[config.mk]
export PLATFORM = sky130hd
export DESIGN_NAME = psm_timing_status
export DESIGN_NICKNAME = d
export VERILOG_FILES = /design/src/design/psm_timing_status.v
export VERILOG_INCLUDE_DIRS = /design/src /design/src/shared
export SDC_FILE = /design/constraint.sdc
export NUM_CORES = 2
export LEC_CHECK = 0
export ABC_AREA = 1
export BUFFER_PORTS_ARGS = -buffer_cell sky130_fd_sc_hd__clkbuf_2
export CAP_MARGIN = 5
export CORE_MARGIN = 5
export CORE_UTILIZATION = 30
export DETAILED_ROUTE_END_ITERATION = 10
export GPL_TIMING_DRIVEN = 0
export MAX_ROUTING_LAYER = met4
export PLACE_DENSITY = 0.58
export SYNTH_ARGS = -nofsm -noshare
export SYNTH_HDL_FRONTEND = slang
export SYNTH_SLANG_ARGS = --single-unit
[constraint.sdc]
create_clock -name i_ref_clk -period 98 [get_ports i_ref_clk]
set_clock_uncertainty 0.15 [all_clocks]
set_input_delay 29.4 -clock i_ref_clk [delete_from_list [all_inputs] [get_ports i_ref_clk]]
set_output_delay 29.4 -clock i_ref_clk [all_outputs]
set_load 0.05 [all_outputs]
[src/shared/psm_timing_status_defs.vh]
// Constants for the timing, status and telemetry command bank
`ifndef PSM_TIMING_STATUS_DEFS_VH
`define PSM_TIMING_STATUS_DEFS_VH
// ==========================================
// Command codes
`define CMD_TON_RISE_TIME 8'h61
`define CMD_TON_TIMEOUT_LIMIT 8'h62
`define CMD_TON_TIMEOUT_ACTION 8'h63
`define CMD_TURN_OFF_DELAY_TIME_TIME 8'h64
`define CMD_FAULT_SUMMARY_BYTE 8'h78
`define CMD_FAULT_SUMMARY_WORD 8'h79
`define CMD_OUTPUT_VOLTAGE_FLAGS 8'h7a
`define CMD_OUTPUT_CURRENT_FLAGS 8'h7b
`define CMD_INPUT_SUPPLY_FLAGS 8'h7c
`define CMD_EXT_TEMP_FLAGS 8'h7d
`define CMD_COMM_MEMORY_FLAGS 8'h7e
`define CMD_VENDOR_STATE_FLAGS 8'h80
`define CMD_INPUT_VOLTAGE_READING 8'h88
`define CMD_INPUT_CURRENT_READING 8'h89
`define CMD_OUTPUT_VOLTAGE_READING 8'h8b
`define CMD_OUTPUT_CURRENT_READING 8'h8c
`define CMD_EXT_DIODE_TEMP_READING 8'h8d
`define CMD_DIE_TEMP_READING 8'h8e
`define CMD_OUTPUT_POWER_READING 8'h96
`define CMD_INPUT_POWER_READING 8'h97
`define CMD_PROTOCOL_REVISION 8'h98
`define CMD_GUI_RESERVED_WORD_A 8'hb0
`define CMD_GUI_RESERVED_WORD_B 8'hb1
`define CMD_OEM_RESERVED_WORD 8'hb2
`define CMD_SCRATCHPAD_PAGED 8'hb3
`define CMD_SCRATCHPAD_COMMON 8'hb4
`define CMD_VENDOR_RESERVED_WORD 8'hb5
`define CMD_VENDOR_INFO_WORD 8'hb6
// ==========================================
// Reset values
`define RST_TON_RISE_TIME 16'hd280
`define RST_TON_TIMEOUT_LIMIT 16'hd3c0
`define RST_TON_TIMEOUT_ACTION 8'hb8
`define RST_TURN_OFF_DELAY_TIME_TIME 16'hba00
`define RST_USER_WORD 16'h0000
`define PROTOCOL_REVISION_VAL 8'h11
// ==========================================
// Field positions
`define ACTION_RESP_HI 7
`define ACTION_RESP_LO 6
`define VOUT_FLAG_TON_TIMEOUT 0
`define BYTE_OFF 6
`define BYTE_VOUT_OV 5
`define BYTE_IOUT_OC 4
`define BYTE_VIN_UV 3
`define BYTE_TEMP 2
`define BYTE_CML 1
`define WORD_VOUT 15
`define WORD_IOUT 14
`define WORD_INPUT 13
`define WORD_MFR 12
// ==========================================
// Timing: timer resolution is 1/16 ms
`define CLK_PERIOD_NS 100
`define SUBTICK_NS 62500
`define SUBTICK_CYCLES (`SUBTICK_NS / `CLK_PERIOD_NS)
`define SUBTICK_FRAC_BITS 4
`endif

[src/design/psm_timing_status.v]
// Timing, status and telemetry command bank of a four-channel power manager
`timescale 1ns/1ps
`include "psm_timing_status_defs.vh"

module psm_timing_status #(
    parameter NCH = 4,
    parameter [15:0] VENDOR_INFO = 16'h0000, // Arbitrary value
    parameter SUBTICK_CYCLES = `SUBTICK_CYCLES
) (
    input wire i_ref_clk,
    input wire i_rst,
    input wire i_clk_en,
    input wire [1:0] i_page,
    input wire i_cmd_wr,
    input wire i_cmd_rd,
    input wire [7:0] i_cmd_code,
    input wire [15:0] i_cmd_wdata,
    output reg [15:0] o_cmd_rdata,
    output reg o_cmd_rvalid,
    output reg o_cmd_err,
    input wire [3:0] i_chan_on,
    input wire [3:0] i_vout_uv,
    input wire [15:0] i_vin,
    input wire [15:0] i_iin,
    input wire [15:0] i_pin,
    input wire [15:0] i_die_temp,
    input wire [63:0] i_vout,
    input wire [63:0] i_iout,
    input wire [63:0] i_ext_temp,
    input wire [63:0] i_pout,
    input wire [31:0] i_vout_flags,
    input wire [31:0] i_iout_flags,
    input wire [31:0] i_temp_flags,
    input wire [31:0] i_mfr_flags,
    input wire [7:0] i_input_flags,
    input wire [7:0] i_cml_flags,
    output reg [3:0] o_channel_output_enable_pin,
    output reg [3:0] o_servo_start,
    output reg [3:0] o_ton_timeout,
    output reg [31:0] o_fault_action,
    output reg [63:0] o_sense_temp
);

    // ==========================================
    // Channel states
    localparam [2:0] ST_OFF = 3'h0;
    localparam [2:0] ST_RISE = 3'h1;
    localparam [2:0] ST_ON = 3'h2;
    localparam [2:0] ST_TOFF = 3'h3;
    localparam [2:0] ST_FAULT = 3'h4;

    // ==========================================
    // Linear-11 milliseconds to 1/16 ms ticks
    function [23:0] l11_ticks;
        input [15:0] v;
        reg signed [5:0] sh;
        reg [5:0] nsh;
        reg [23:0] m;
        begin
            sh = $signed({v[15], v[15:11]}) + 6'sd4;
            nsh = 6'h00 - sh;
            m = v[10] ? 24'h000000 : {14'h0000, v[9:0]};
            if (sh[5]) begin
                l11_ticks = m >> nsh;
            end else if (sh > 6'sd13) begin
                l11_ticks = 24'hffffff;
            end else begin
                l11_ticks = m << sh[4:0];
            end
        end
    endfunction

    // ==========================================
    // Synchronisers and sub-millisecond tick
    reg [3:0] on_meta;
    reg [3:0] on_s;
    reg [15:0] pre_cnt;
    reg tick;

    always @(posedge i_ref_clk or posedge i_rst) begin
        if (i_rst) begin
            on_meta <= 4'h0;
            on_s <= 4'h0;
            pre_cnt <= 16'h0000;
            tick <= 1'b0;
        end else if (i_clk_en) begin
            on_meta <= i_chan_on;
            on_s <= on_meta;
            if (pre_cnt >= SUBTICK_CYCLES[15:0] - 16'h0001) begin
                pre_cnt <= 16'h0000;
                tick <= 1'b1;
            end else begin
                pre_cnt <= pre_cnt + 16'h0001;
                tick <= 1'b0;
            end
        end
    end

    // ==========================================
    // Command storage
    reg [15:0] rise_t [0:3];
    reg [15:0] tmo_lim [0:3];
    reg [7:0] tmo_act [0:3];
    reg [15:0] toff_t [0:3];
    reg [15:0] gui_b [0:3];
    reg [15:0] scratch_p [0:3];
    reg [15:0] vend_res [0:3];
    reg [15:0] gui_a;
    reg [15:0] oem_word;
    reg [15:0] scratch_c;
    integer k;
    integer j;

    always @(posedge i_ref_clk or posedge i_rst) begin
        if (i_rst) begin
            for (j = 0; j < NCH; j = j + 1) begin
                rise_t[j] <= `RST_TON_RISE_TIME;
                tmo_lim[j] <= `RST_TON_TIMEOUT_LIMIT;
                tmo_act[j] <= `RST_TON_TIMEOUT_ACTION;
                toff_t[j] <= `RST_TURN_OFF_DELAY_TIME_TIME;
                gui_b[j] <= `RST_USER_WORD;
                scratch_p[j] <= `RST_USER_WORD;
                vend_res[j] <= `RST_USER_WORD;
            end
            gui_a <= `RST_USER_WORD;
            oem_word <= `RST_USER_WORD;
            scratch_c <= `RST_USER_WORD;
        end else if (i_clk_en && i_cmd_wr) begin
            case (i_cmd_code)
                `CMD_TON_RISE_TIME: rise_t[i_page] <= i_cmd_wdata;
                `CMD_TON_TIMEOUT_LIMIT: tmo_lim[i_page] <= i_cmd_wdata;
                `CMD_TON_TIMEOUT_ACTION: tmo_act[i_page] <= i_cmd_wdata[7:0];
                `CMD_TURN_OFF_DELAY_TIME_TIME: toff_t[i_page] <= i_cmd_wdata;
                `CMD_GUI_RESERVED_WORD_B: gui_b[i_page] <= i_cmd_wdata;
                `CMD_SCRATCHPAD_PAGED: scratch_p[i_page] <= i_cmd_wdata;
                `CMD_VENDOR_RESERVED_WORD: vend_res[i_page] <= i_cmd_wdata;
                `CMD_GUI_RESERVED_WORD_A: gui_a <= i_cmd_wdata;
                `CMD_OEM_RESERVED_WORD: oem_word <= i_cmd_wdata;
                `CMD_SCRATCHPAD_COMMON: scratch_c <= i_cmd_wdata;
                default: ;
            endcase
        end
    end

    // ==========================================
    // Channel sequencing and turn-on supervision
    reg [2:0] st [0:3];
    reg [23:0] tmr [0:3];
    reg [23:0] tmo [0:3];
    reg [3:0] watch;
    reg [3:0] ton_sticky;
    wire [23:0] rise_ticks [0:3];
    wire [23:0] tmo_ticks [0:3];
    wire [23:0] toff_ticks [0:3];
    wire [3:0] act_off;
    wire [3:0] ton_expired;
    genvar g;

    // Programmed times in sub-millisecond ticks
    generate
        for (g = 0; g < NCH; g = g + 1) begin : g_ticks
            assign rise_ticks[g] = l11_ticks(rise_t[g]);
            assign tmo_ticks[g] = l11_ticks(tmo_lim[g]);
            assign toff_ticks[g] = l11_ticks(toff_t[g]);
            assign act_off[g] = tmo_act[g][`ACTION_RESP_HI:`ACTION_RESP_LO] != 2'b00;
            assign ton_expired[g] = watch[g] && i_vout_uv[g] && st[g] != ST_OFF && st[g] != ST_FAULT &&
                tmo[g] >= tmo_ticks[g];
        end
    endgenerate

    always @(posedge i_ref_clk or posedge i_rst) begin
        if (i_rst) begin
            for (k = 0; k < NCH; k = k + 1) begin
                st[k] <= ST_OFF;
                tmr[k] <= 24'h000000;
                tmo[k] <= 24'h000000;
            end
            watch <= 4'h0;
            ton_sticky <= 4'h0;
            o_channel_output_enable_pin <= 4'h0;
            o_servo_start <= 4'h0;
            o_ton_timeout <= 4'h0;
            o_fault_action <= 32'h00000000;
            o_sense_temp <= 64'h0;
        end else if (i_clk_en) begin
            o_sense_temp <= i_ext_temp;
            for (k = 0; k < NCH; k = k + 1) begin
                o_ton_timeout[k] <= 1'b0;
                if (tick && tmr[k] != 24'hffffff) begin
                    tmr[k] <= tmr[k] + 24'h000001;
                end
                if (tick && tmo[k] != 24'hffffff) begin
                    tmo[k] <= tmo[k] + 24'h000001;
                end
                if (watch[k] && !i_vout_uv[k]) begin
                    watch[k] <= 1'b0;
                end
                case (st[k])
                    ST_OFF: begin
                        if (on_s[k]) begin
                            o_channel_output_enable_pin[k] <= 1'b1;
                            tmr[k] <= 24'h000000;
                            tmo[k] <= 24'h000000;
                            watch[k] <= 1'b1;
                            ton_sticky[k] <= 1'b0;
                            st[k] <= ST_RISE;
                        end
                    end
                    ST_RISE: begin
                        if (!on_s[k]) begin
                            tmr[k] <= 24'h000000;
                            st[k] <= ST_TOFF;
                        end else if (tmr[k] >= rise_ticks[k]) begin
                            o_servo_start[k] <= 1'b1;
                            st[k] <= ST_ON;
                        end
                    end
                    ST_ON: begin
                        if (!on_s[k]) begin
                            tmr[k] <= 24'h000000;
                            st[k] <= ST_TOFF;
                        end
                    end
                    ST_TOFF: begin
                        o_servo_start[k] <= 1'b0;
                        if (on_s[k]) begin
                            tmr[k] <= 24'h000000;
                            st[k] <= ST_RISE;
                        end else if (tmr[k] >= toff_ticks[k]) begin
                            o_channel_output_enable_pin[k] <= 1'b0;
                            watch[k] <= 1'b0;
                            st[k] <= ST_OFF;
                        end
                    end
                    ST_FAULT: begin
                        o_channel_output_enable_pin[k] <= 1'b0;
                        o_servo_start[k] <= 1'b0;
                        if (!on_s[k]) begin
                            st[k] <= ST_OFF;
                        end
                    end
                    default: st[k] <= ST_OFF;
                endcase
                if (ton_expired[k]) begin
                    watch[k] <= 1'b0;
                    ton_sticky[k] <= 1'b1;
                    o_ton_timeout[k] <= 1'b1;
                    o_fault_action[k*8 +: 8] <= tmo_act[k];
                    if (act_off[k]) begin
                        o_channel_output_enable_pin[k] <= 1'b0;
                        o_servo_start[k] <= 1'b0;
                        st[k] <= ST_FAULT;
                    end
                end
            end
        end
    end

    // ==========================================
    // Status composition for the selected page
    reg [7:0] vflags;
    reg [7:0] iflags;
    reg [7:0] tflags;
    reg [7:0] mflags;
    reg [7:0] sum_byte;
    reg [15:0] sum_word;

    always @* begin
        vflags = i_vout_flags[i_page*8 +: 8];
        vflags[`VOUT_FLAG_TON_TIMEOUT] = vflags[`VOUT_FLAG_TON_TIMEOUT] | ton_sticky[i_page];
        iflags = i_iout_flags[i_page*8 +: 8];
        tflags = i_temp_flags[i_page*8 +: 8];
        mflags = i_mfr_flags[i_page*8 +: 8];
        sum_byte = 8'h00;
        sum_byte[`BYTE_OFF] = ~o_channel_output_enable_pin[i_page];
        sum_byte[`BYTE_VOUT_OV] = vflags[7];
        sum_byte[`BYTE_IOUT_OC] = iflags[7];
        sum_byte[`BYTE_VIN_UV] = i_input_flags[4];
        sum_byte[`BYTE_TEMP] = |tflags;
        sum_byte[`BYTE_CML] = |i_cml_flags;
        sum_word = {8'h00, sum_byte};
        sum_word[`WORD_VOUT] = |vflags;
        sum_word[`WORD_IOUT] = |iflags;
        sum_word[`WORD_INPUT] = |i_input_flags;
        sum_word[`WORD_MFR] = |mflags;
    end

    // ==========================================
    // Read port
    reg [15:0] next_rdata;
    reg next_err;

    always @* begin
        next_rdata = 16'h0000;
        next_err = 1'b0;
        case (i_cmd_code)
            `CMD_TON_RISE_TIME: next_rdata = rise_t[i_page];
            `CMD_TON_TIMEOUT_LIMIT: next_rdata = tmo_lim[i_page];
            `CMD_TON_TIMEOUT_ACTION: next_rdata = {8'h00, tmo_act[i_page]};
            `CMD_TURN_OFF_DELAY_TIME_TIME: next_rdata = toff_t[i_page];
            `CMD_FAULT_SUMMARY_BYTE: next_rdata = {8'h00, sum_byte};
            `CMD_FAULT_SUMMARY_WORD: next_rdata = sum_word;
            `CMD_OUTPUT_VOLTAGE_FLAGS: next_rdata = {8'h00, vflags};
            `CMD_OUTPUT_CURRENT_FLAGS: next_rdata = {8'h00, iflags};
            `CMD_INPUT_SUPPLY_FLAGS: next_rdata = {8'h00, i_input_flags};
            `CMD_EXT_TEMP_FLAGS: next_rdata = {8'h00, tflags};
            `CMD_COMM_MEMORY_FLAGS: next_rdata = {8'h00, i_cml_flags};
            `CMD_VENDOR_STATE_FLAGS: next_rdata = {8'h00, mflags};
            `CMD_INPUT_VOLTAGE_READING: next_rdata = i_vin;
            `CMD_INPUT_CURRENT_READING: next_rdata = i_iin;
            `CMD_OUTPUT_VOLTAGE_READING: next_rdata = i_vout[i_page*16 +: 16];
            `CMD_OUTPUT_CURRENT_READING: next_rdata = i_iout[i_page*16 +: 16];
            `CMD_EXT_DIODE_TEMP_READING: next_rdata = o_sense_temp[i_page*16 +: 16];
            `CMD_DIE_TEMP_READING: next_rdata = i_die_temp;
            `CMD_OUTPUT_POWER_READING: next_rdata = i_pout[i_page*16 +: 16];
            `CMD_INPUT_POWER_READING: next_rdata = i_pin;
            `CMD_PROTOCOL_REVISION: next_rdata = {8'h00, `PROTOCOL_REVISION_VAL};
            `CMD_GUI_RESERVED_WORD_A: next_rdata = gui_a;
            `CMD_GUI_RESERVED_WORD_B: next_rdata = gui_b[i_page];
            `CMD_OEM_RESERVED_WORD: next_rdata = oem_word;
            `CMD_SCRATCHPAD_PAGED: next_rdata = scratch_p[i_page];
            `CMD_SCRATCHPAD_COMMON: next_rdata = scratch_c;
            `CMD_VENDOR_RESERVED_WORD: next_rdata = vend_res[i_page];
            `CMD_VENDOR_INFO_WORD: next_rdata = VENDOR_INFO;
            default: next_err = 1'b1;
        endcase
    end

    // ==========================================
    // Writes to read-only or unknown codes are flagged
    reg wr_ok;

    always @* begin
        case (i_cmd_code)
            `CMD_TON_RISE_TIME, `CMD_TON_TIMEOUT_LIMIT, `CMD_TON_TIMEOUT_ACTION,
            `CMD_TURN_OFF_DELAY_TIME_TIME, `CMD_GUI_RESERVED_WORD_A, `CMD_GUI_RESERVED_WORD_B,
            `CMD_OEM_RESERVED_WORD, `CMD_SCRATCHPAD_PAGED, `CMD_SCRATCHPAD_COMMON,
            `CMD_VENDOR_RESERVED_WORD: wr_ok = 1'b1;
            default: wr_ok = 1'b0;
        endcase
    end

    // ==========================================
    // Command response
    always @(posedge i_ref_clk or posedge i_rst) begin
        if (i_rst) begin
            o_cmd_rdata <= 16'h0000;
            o_cmd_rvalid <= 1'b0;
            o_cmd_err <= 1'b0;
        end else if (i_clk_en) begin
            o_cmd_rvalid <= i_cmd_rd & ~next_err;
            o_cmd_err <= (i_cmd_rd & next_err) | (i_cmd_wr & ~wr_ok);
            if (i_cmd_rd) begin
                o_cmd_rdata <= next_err ? 16'h0000 : next_rdata;
            end
        end
    end

endmodule

Word-level counts from Yosys, hierarchy flattened
Index checks and enable logic that the tools add are counted.
{"block": "word_totals", "regBits": 827, "latch_bits": 0, "mem_bits_rw": 0, "mem_bits_ro": 0, "inputBits": 503, "out_inout_bits": 126, "elab_cells": 543, "mem_count": 0}
{"block": "classes", "add_sub_neg": 33, "n_mul": 0, "div": 0, "magnitude_cmp": 28, "eq_ne": 56, "n_shift": 32, "mux": 230, "n_bitwise": 8, "n_reduce_logical": 93}
{"op": "$mux 24", "n": 48}
{"op": "$pmux 16 s27", "n": 1}
{"op": "$bwmux 64", "n": 6}
{"op": "$ge 24x24->1", "n": 12}
{"op": "$shl 10x5->24", "n": 12}
{"op": "$shr 10x6->24", "n": 12}
{"op": "$shiftx 64x7->16", "n": 4}
{"op": "$mux 16", "n": 15}
{"op": "$add 24x1->24 const B", "n": 8}
{"op": "$bmux 16 s2", "n": 6}
{"op": "$ne 24x24->1 const B", "n": 8}
{"op": "$pmux 24 s2", "n": 4}
{"op": "$eq 8x8->1 const B", "n": 17}
{"op": "$shiftx 32x6->8", "n": 4}
{"op": "$mux 10", "n": 12}
{"op": "$mux 3", "n": 36}
{"op": "$eq 8x7->1 const B", "n": 11}
{"op": "$mux 1", "n": 77}
{"op": "$add 5x4->6 const B", "n": 12}
{"op": "$gt 6x5->1 const B", "n": 12}
{"op": "$sub 1x6->6 const A", "n": 12}
{"op": "$pmux 3 s5", "n": 4}
{"op": "$reduce_or 8->1", "n": 6}
{"op": "$bwmux 32", "n": 1}
{"op": "30 further kinds", "n": 140}

Logic depth before layout (Yosys ltp)
{"block": "logic_depth", "depth_word": 10, "depth_mapped": 31, "mapped_depth_nobuf": 29}

Least setup slack after synthesis
No wires, ideal clock.
{"block": "synth_path", "kind": "input-to-reg", "from": "in i_page[0]", "to": "reg o_cmd_rdata[1]", "t_arrival_ns": 30.666, "required_time_ns": 97.732, "slack_ns": 67.066, "path_stages": 15, "path_buffers": 3, "path_cell_list": "buf_4 -> nand2_1 -> buf_2 -> buf_2 -> nor2_1 -> a21oi_1 -> nand2_1 -> nand2_1 -> nand2_1 -> nor2_1 -> nand2_1 -> nor2_1 -> nand3_1 -> nand2_1 -> nand2_1"}
{"block": "synth_via", "elab_chain_cells": 6, "word_cells_on_any_way": 32, "cone_classes": "shift: 8; mux: 23; bitwise: 1"}
{"element": "start: declaration", "line": "psm_timing_status.v:13", "source": "input wire [1:0] i_page,"}
{"element": "branches (longest 4 deep; another with $shiftx 64x7->16)"}
{"element": "$pmux 16 s27 (*)", "line": "psm_timing_status.v:296", "source": "case (i_cmd_code)"}
{"element": "$mux 16 (*)", "line": "psm_timing_status.v:354", "source": "o_cmd_rdata <= next_err ? 16'h0000 : next_rdata;"}
{"element": "end signal: assignment", "line": "psm_timing_status.v:354"}
{"element": "end: declaration", "line": "psm_timing_status.v:18", "source": "output reg [15:0] o_cmd_rdata,"}
Mark *: on every way between the ends. The select of a mux whose other input is x is not followed.
A chain may end at the register's enable or synchronous reset.

==> impl_metrics.py <==
metrics = {
    "outcome": {
        "outcome": "finished, violations left",
        "violations": "capacitance limit, slew limit",
    },
    "place": {
        "port_buffers": 627,
        "dp.cells": 14200,
        "dp_hpwl_mm": 285,
        "routabilityCongestion": 1.05,
        "dpl-instance-area_um2": 73600,
    },
    "clock_network": {
        "cts.path.max_buffers": 3,
        "worst_skew_pair.late_latency_ns": 0.77,
        "cts-resized-gates": 0,
        "cts.htree.levels": 3,
        "numCtsBuffers": 103,
        "numClockSinks": 827,
        "cts_tree": "built",
        "cts_setup_buffers": 0,
        "clk_pin_slew_worst_paths_ns": 0.05,
        "clockRootBuffer": "clkbuf_16",
        "ctsHoldBuffers": 0,
    },
    "global_route": {
        "track_usage": 0.302,
        "grt_pass1_vias": 71400,
        "grt_overflow": 0,
        "grt_antenna_before_repair": 29,
        "grt_max_degree": 126,
        "grt_pass1_wl_mm": 500,
    },
    "sta": {
        "hold_violations": 0,
        "finalSetupTns_ns": 0,
        "setup_viol": 0,
        "slew_violations": 10,
        "fin_crit_sh": 0.334,
        "tightest_slew_ns": 1.50,
        "max_freq_mhz": 30.6,
        "finalWorstPathRequiredPeriod_ns": 32.72,
        "rsz0062_at_grt": "false",
        "slew_headroom": -0.00276,
    },
    "final_layout": {
        "final_common_cell": "nand2_1",
        "fin_area_um2": 77300,
        "final_cell_mix": "nand2_1, o21ai_0, nor2_1",
        "final_util": 0.351,
        "layout-drive-gt1-share": 0.105,
        "final_nets": 12200,
        "area.growth.synth_to_final_pct": 16.3,
        "fin_cells": 14500,
    },
    "critical_path": {
        "cp_max_fo": 10,
        "worst_ep_arrival_time_ns": 33.12,
        "critPathKind": "in -> reg",
        "critPathLaunchType": "primary input",
        "worstPathRequired_ns": 98.40,
        "endpoint_kind": "flop",
    },
    "die": {
        "die-height_um": 481,
        "coreArea_um2": 220000,
        "ios": 629,
        "row_count": 172,
        "dieArea_um2": 231000,
        "initial_core_util": 0.302,
        "die_w_um": 481,
    },
    "yosys": {
        "synthesis.area_um2": 66500,
        "synth_edf_count": 0,
        "synth_seq_cells": 827,
        "synth_nets": 11500,
        "synth_area_leaders": "dfrtp_1, nand2_1, o21ai_0",
        "yosysTopAreaCell": "dfrtp_1",
        "ys_warn_count": 0,
        "avgSynthCellArea_um2": 6.25,
        "async_reset_ff_frac": 1.00,
        "synth_cell_types": 64,
        "syn_inst": 10600,
        "synth_top_area_frac": 0.280,
        "yosys_most_used_dff": "dfrtp_1",
        "ys_seq_area_frac": 0.313,
    },
    "pwr": {
        "power.density_nw_per_um2": 13.5,
        "p_leak_nw": 38.0,
        "peakVddDrop_mv": 0.0125,
    },
    "detailed_routing": {
        "avgRoutedWirePerCell_um": 24.4,
        "drtIter0Drc": 8967,
        "via_per_inst": 5.32,
        "antenna_left": 0,
        "drc": 0,
        "drt-total-wl_mm": 353,
        "dr.pass1.iters": 8,
        "vias": 76900,
    },
    "run": {
        "drv_cap": 1,
    },
    "hold_path": {
        "min-delay-path-class": "reg -> reg",
    },
}
power by group:
group | switching (W) | internal, W
clock | 0.000175 | 0.000242
sequential | 0.0000319 | 0.000361
combinational | 0.000167 | 0.0000650
total | 0.000373 | 0.000669
flip-flops by register name (all words and copies together) (netlist names), 32 cells and up:
register,count
gui_b,64
o_fault_action,32
o_sense_temp,64
rise_t,64
scratch_p,64
tmo,96
tmo_act,32
tmo_lim,64
tmr,96
toff_t,64
vend_res,64
metrics by stage:
step / power [W] / setup WS [ns] / hold slack (ns)
floorplan: 0.000525 / 45.36 / 0.292
global placement: 0.000626 / 33.96 / 0.306
detailed placement: 0.000628 / 64.47 / 0.316
CTS: 0.00104 / 65.26 / 0.334
global route: 0.00108 / 65.30 / 0.348
finish: 0.00104 / 65.28 / 0.328
path summary, 6_finish.rpt:
path / startpoint / endpoint / slack [ns] / cells past startpoint
worst max-delay path: i_clk_en / on_s[1] / 65.28 / 7
worst min-delay path: pre_cnt[13] / pre_cnt[13] / 0.33 / 2
worst max register to register: tmo_lim[45] / o_fault_action[15] / 91.77 / 27
max in group asynchronous: i_rst / tmo[34] / 67.09 / 5
worst min register to register: pre_cnt[13] / pre_cnt[13] / 0.33 / 2
min in group asynchronous: i_rst / tmr[12] / 28.47 / 2
per-layer routing:
layer,GRT usage,vias up,wire length (um)
met5,-,-,0
met4,0.206,0,29600
met3,0.0536,865,27900
met2,0.454,3762,154000
met1,0.368,36100,141000
li1,-,36200,-
cell families (layout without fill, tap and decap cells):
group,Yosys count,in the layout,share of synthesized area
multiplexers,8,8,0.00120
other,0,22,0
flip-flops,827,827,0.313
AND/OR/NAND/NOR,6220,6220,0.383
AO/OA/AOI/OAI,1808,1808,0.146
XOR/XNOR,71,71,0.00958
buffers and inverters,1348,2179,0.0801
adder cells (fa/ha/maj),358,358,0.0674
Yosys cell counts (10+ instances only):
library cell,count
inv_1,854
inv_2,21
nor3_1,102
o221ai_1,12
and2_1,13
clkbuf_1,272
buf_2,117
nor2_1,964
o211ai_1,44
dfstp_2,84
o22ai_1,50
nand2_1,4105
or2_2,40
nand2_2,21
nand3_1,636
a21o_1,21
a31oi_1,35
a21oi_1,431
nor2_2,31
buf_1,33
o21bai_1,14
a22oi_1,10
clkinv_1,21
nand3b_1,17
nor4_1,13
xor2_1,61
o21ai_0,1033
o21ai_1,76
dfrtp_1,743
ha_1,358
buf_4,26
o21a_1,25
o2111ai_1,22
nand4_1,234
cell type report:
cell class | count | area [um^2]
clock inverter | 47 | 662
sequential | 827 | 20800
inverter | 897 | 3380
clock buffer | 143 | 2920
timing repair buffer | 641 | 3450
buffer | 451 | 1970
fill | 24400 | 143000
multi-input combinational | 8465 | 40400
antenna | 22 | 55.1
tap | 2958 | 3700
worst max-delay path: stages:
cell and delay (ns):
clkbuf_2 0.18, buf_2 0.62, buf_2 0.65, buf_2 0.70
clkbuf_1 0.68, nand2_1 0.38, o21ai_0 0.41
Note: power is estimated with default switching activity, not from simulation.
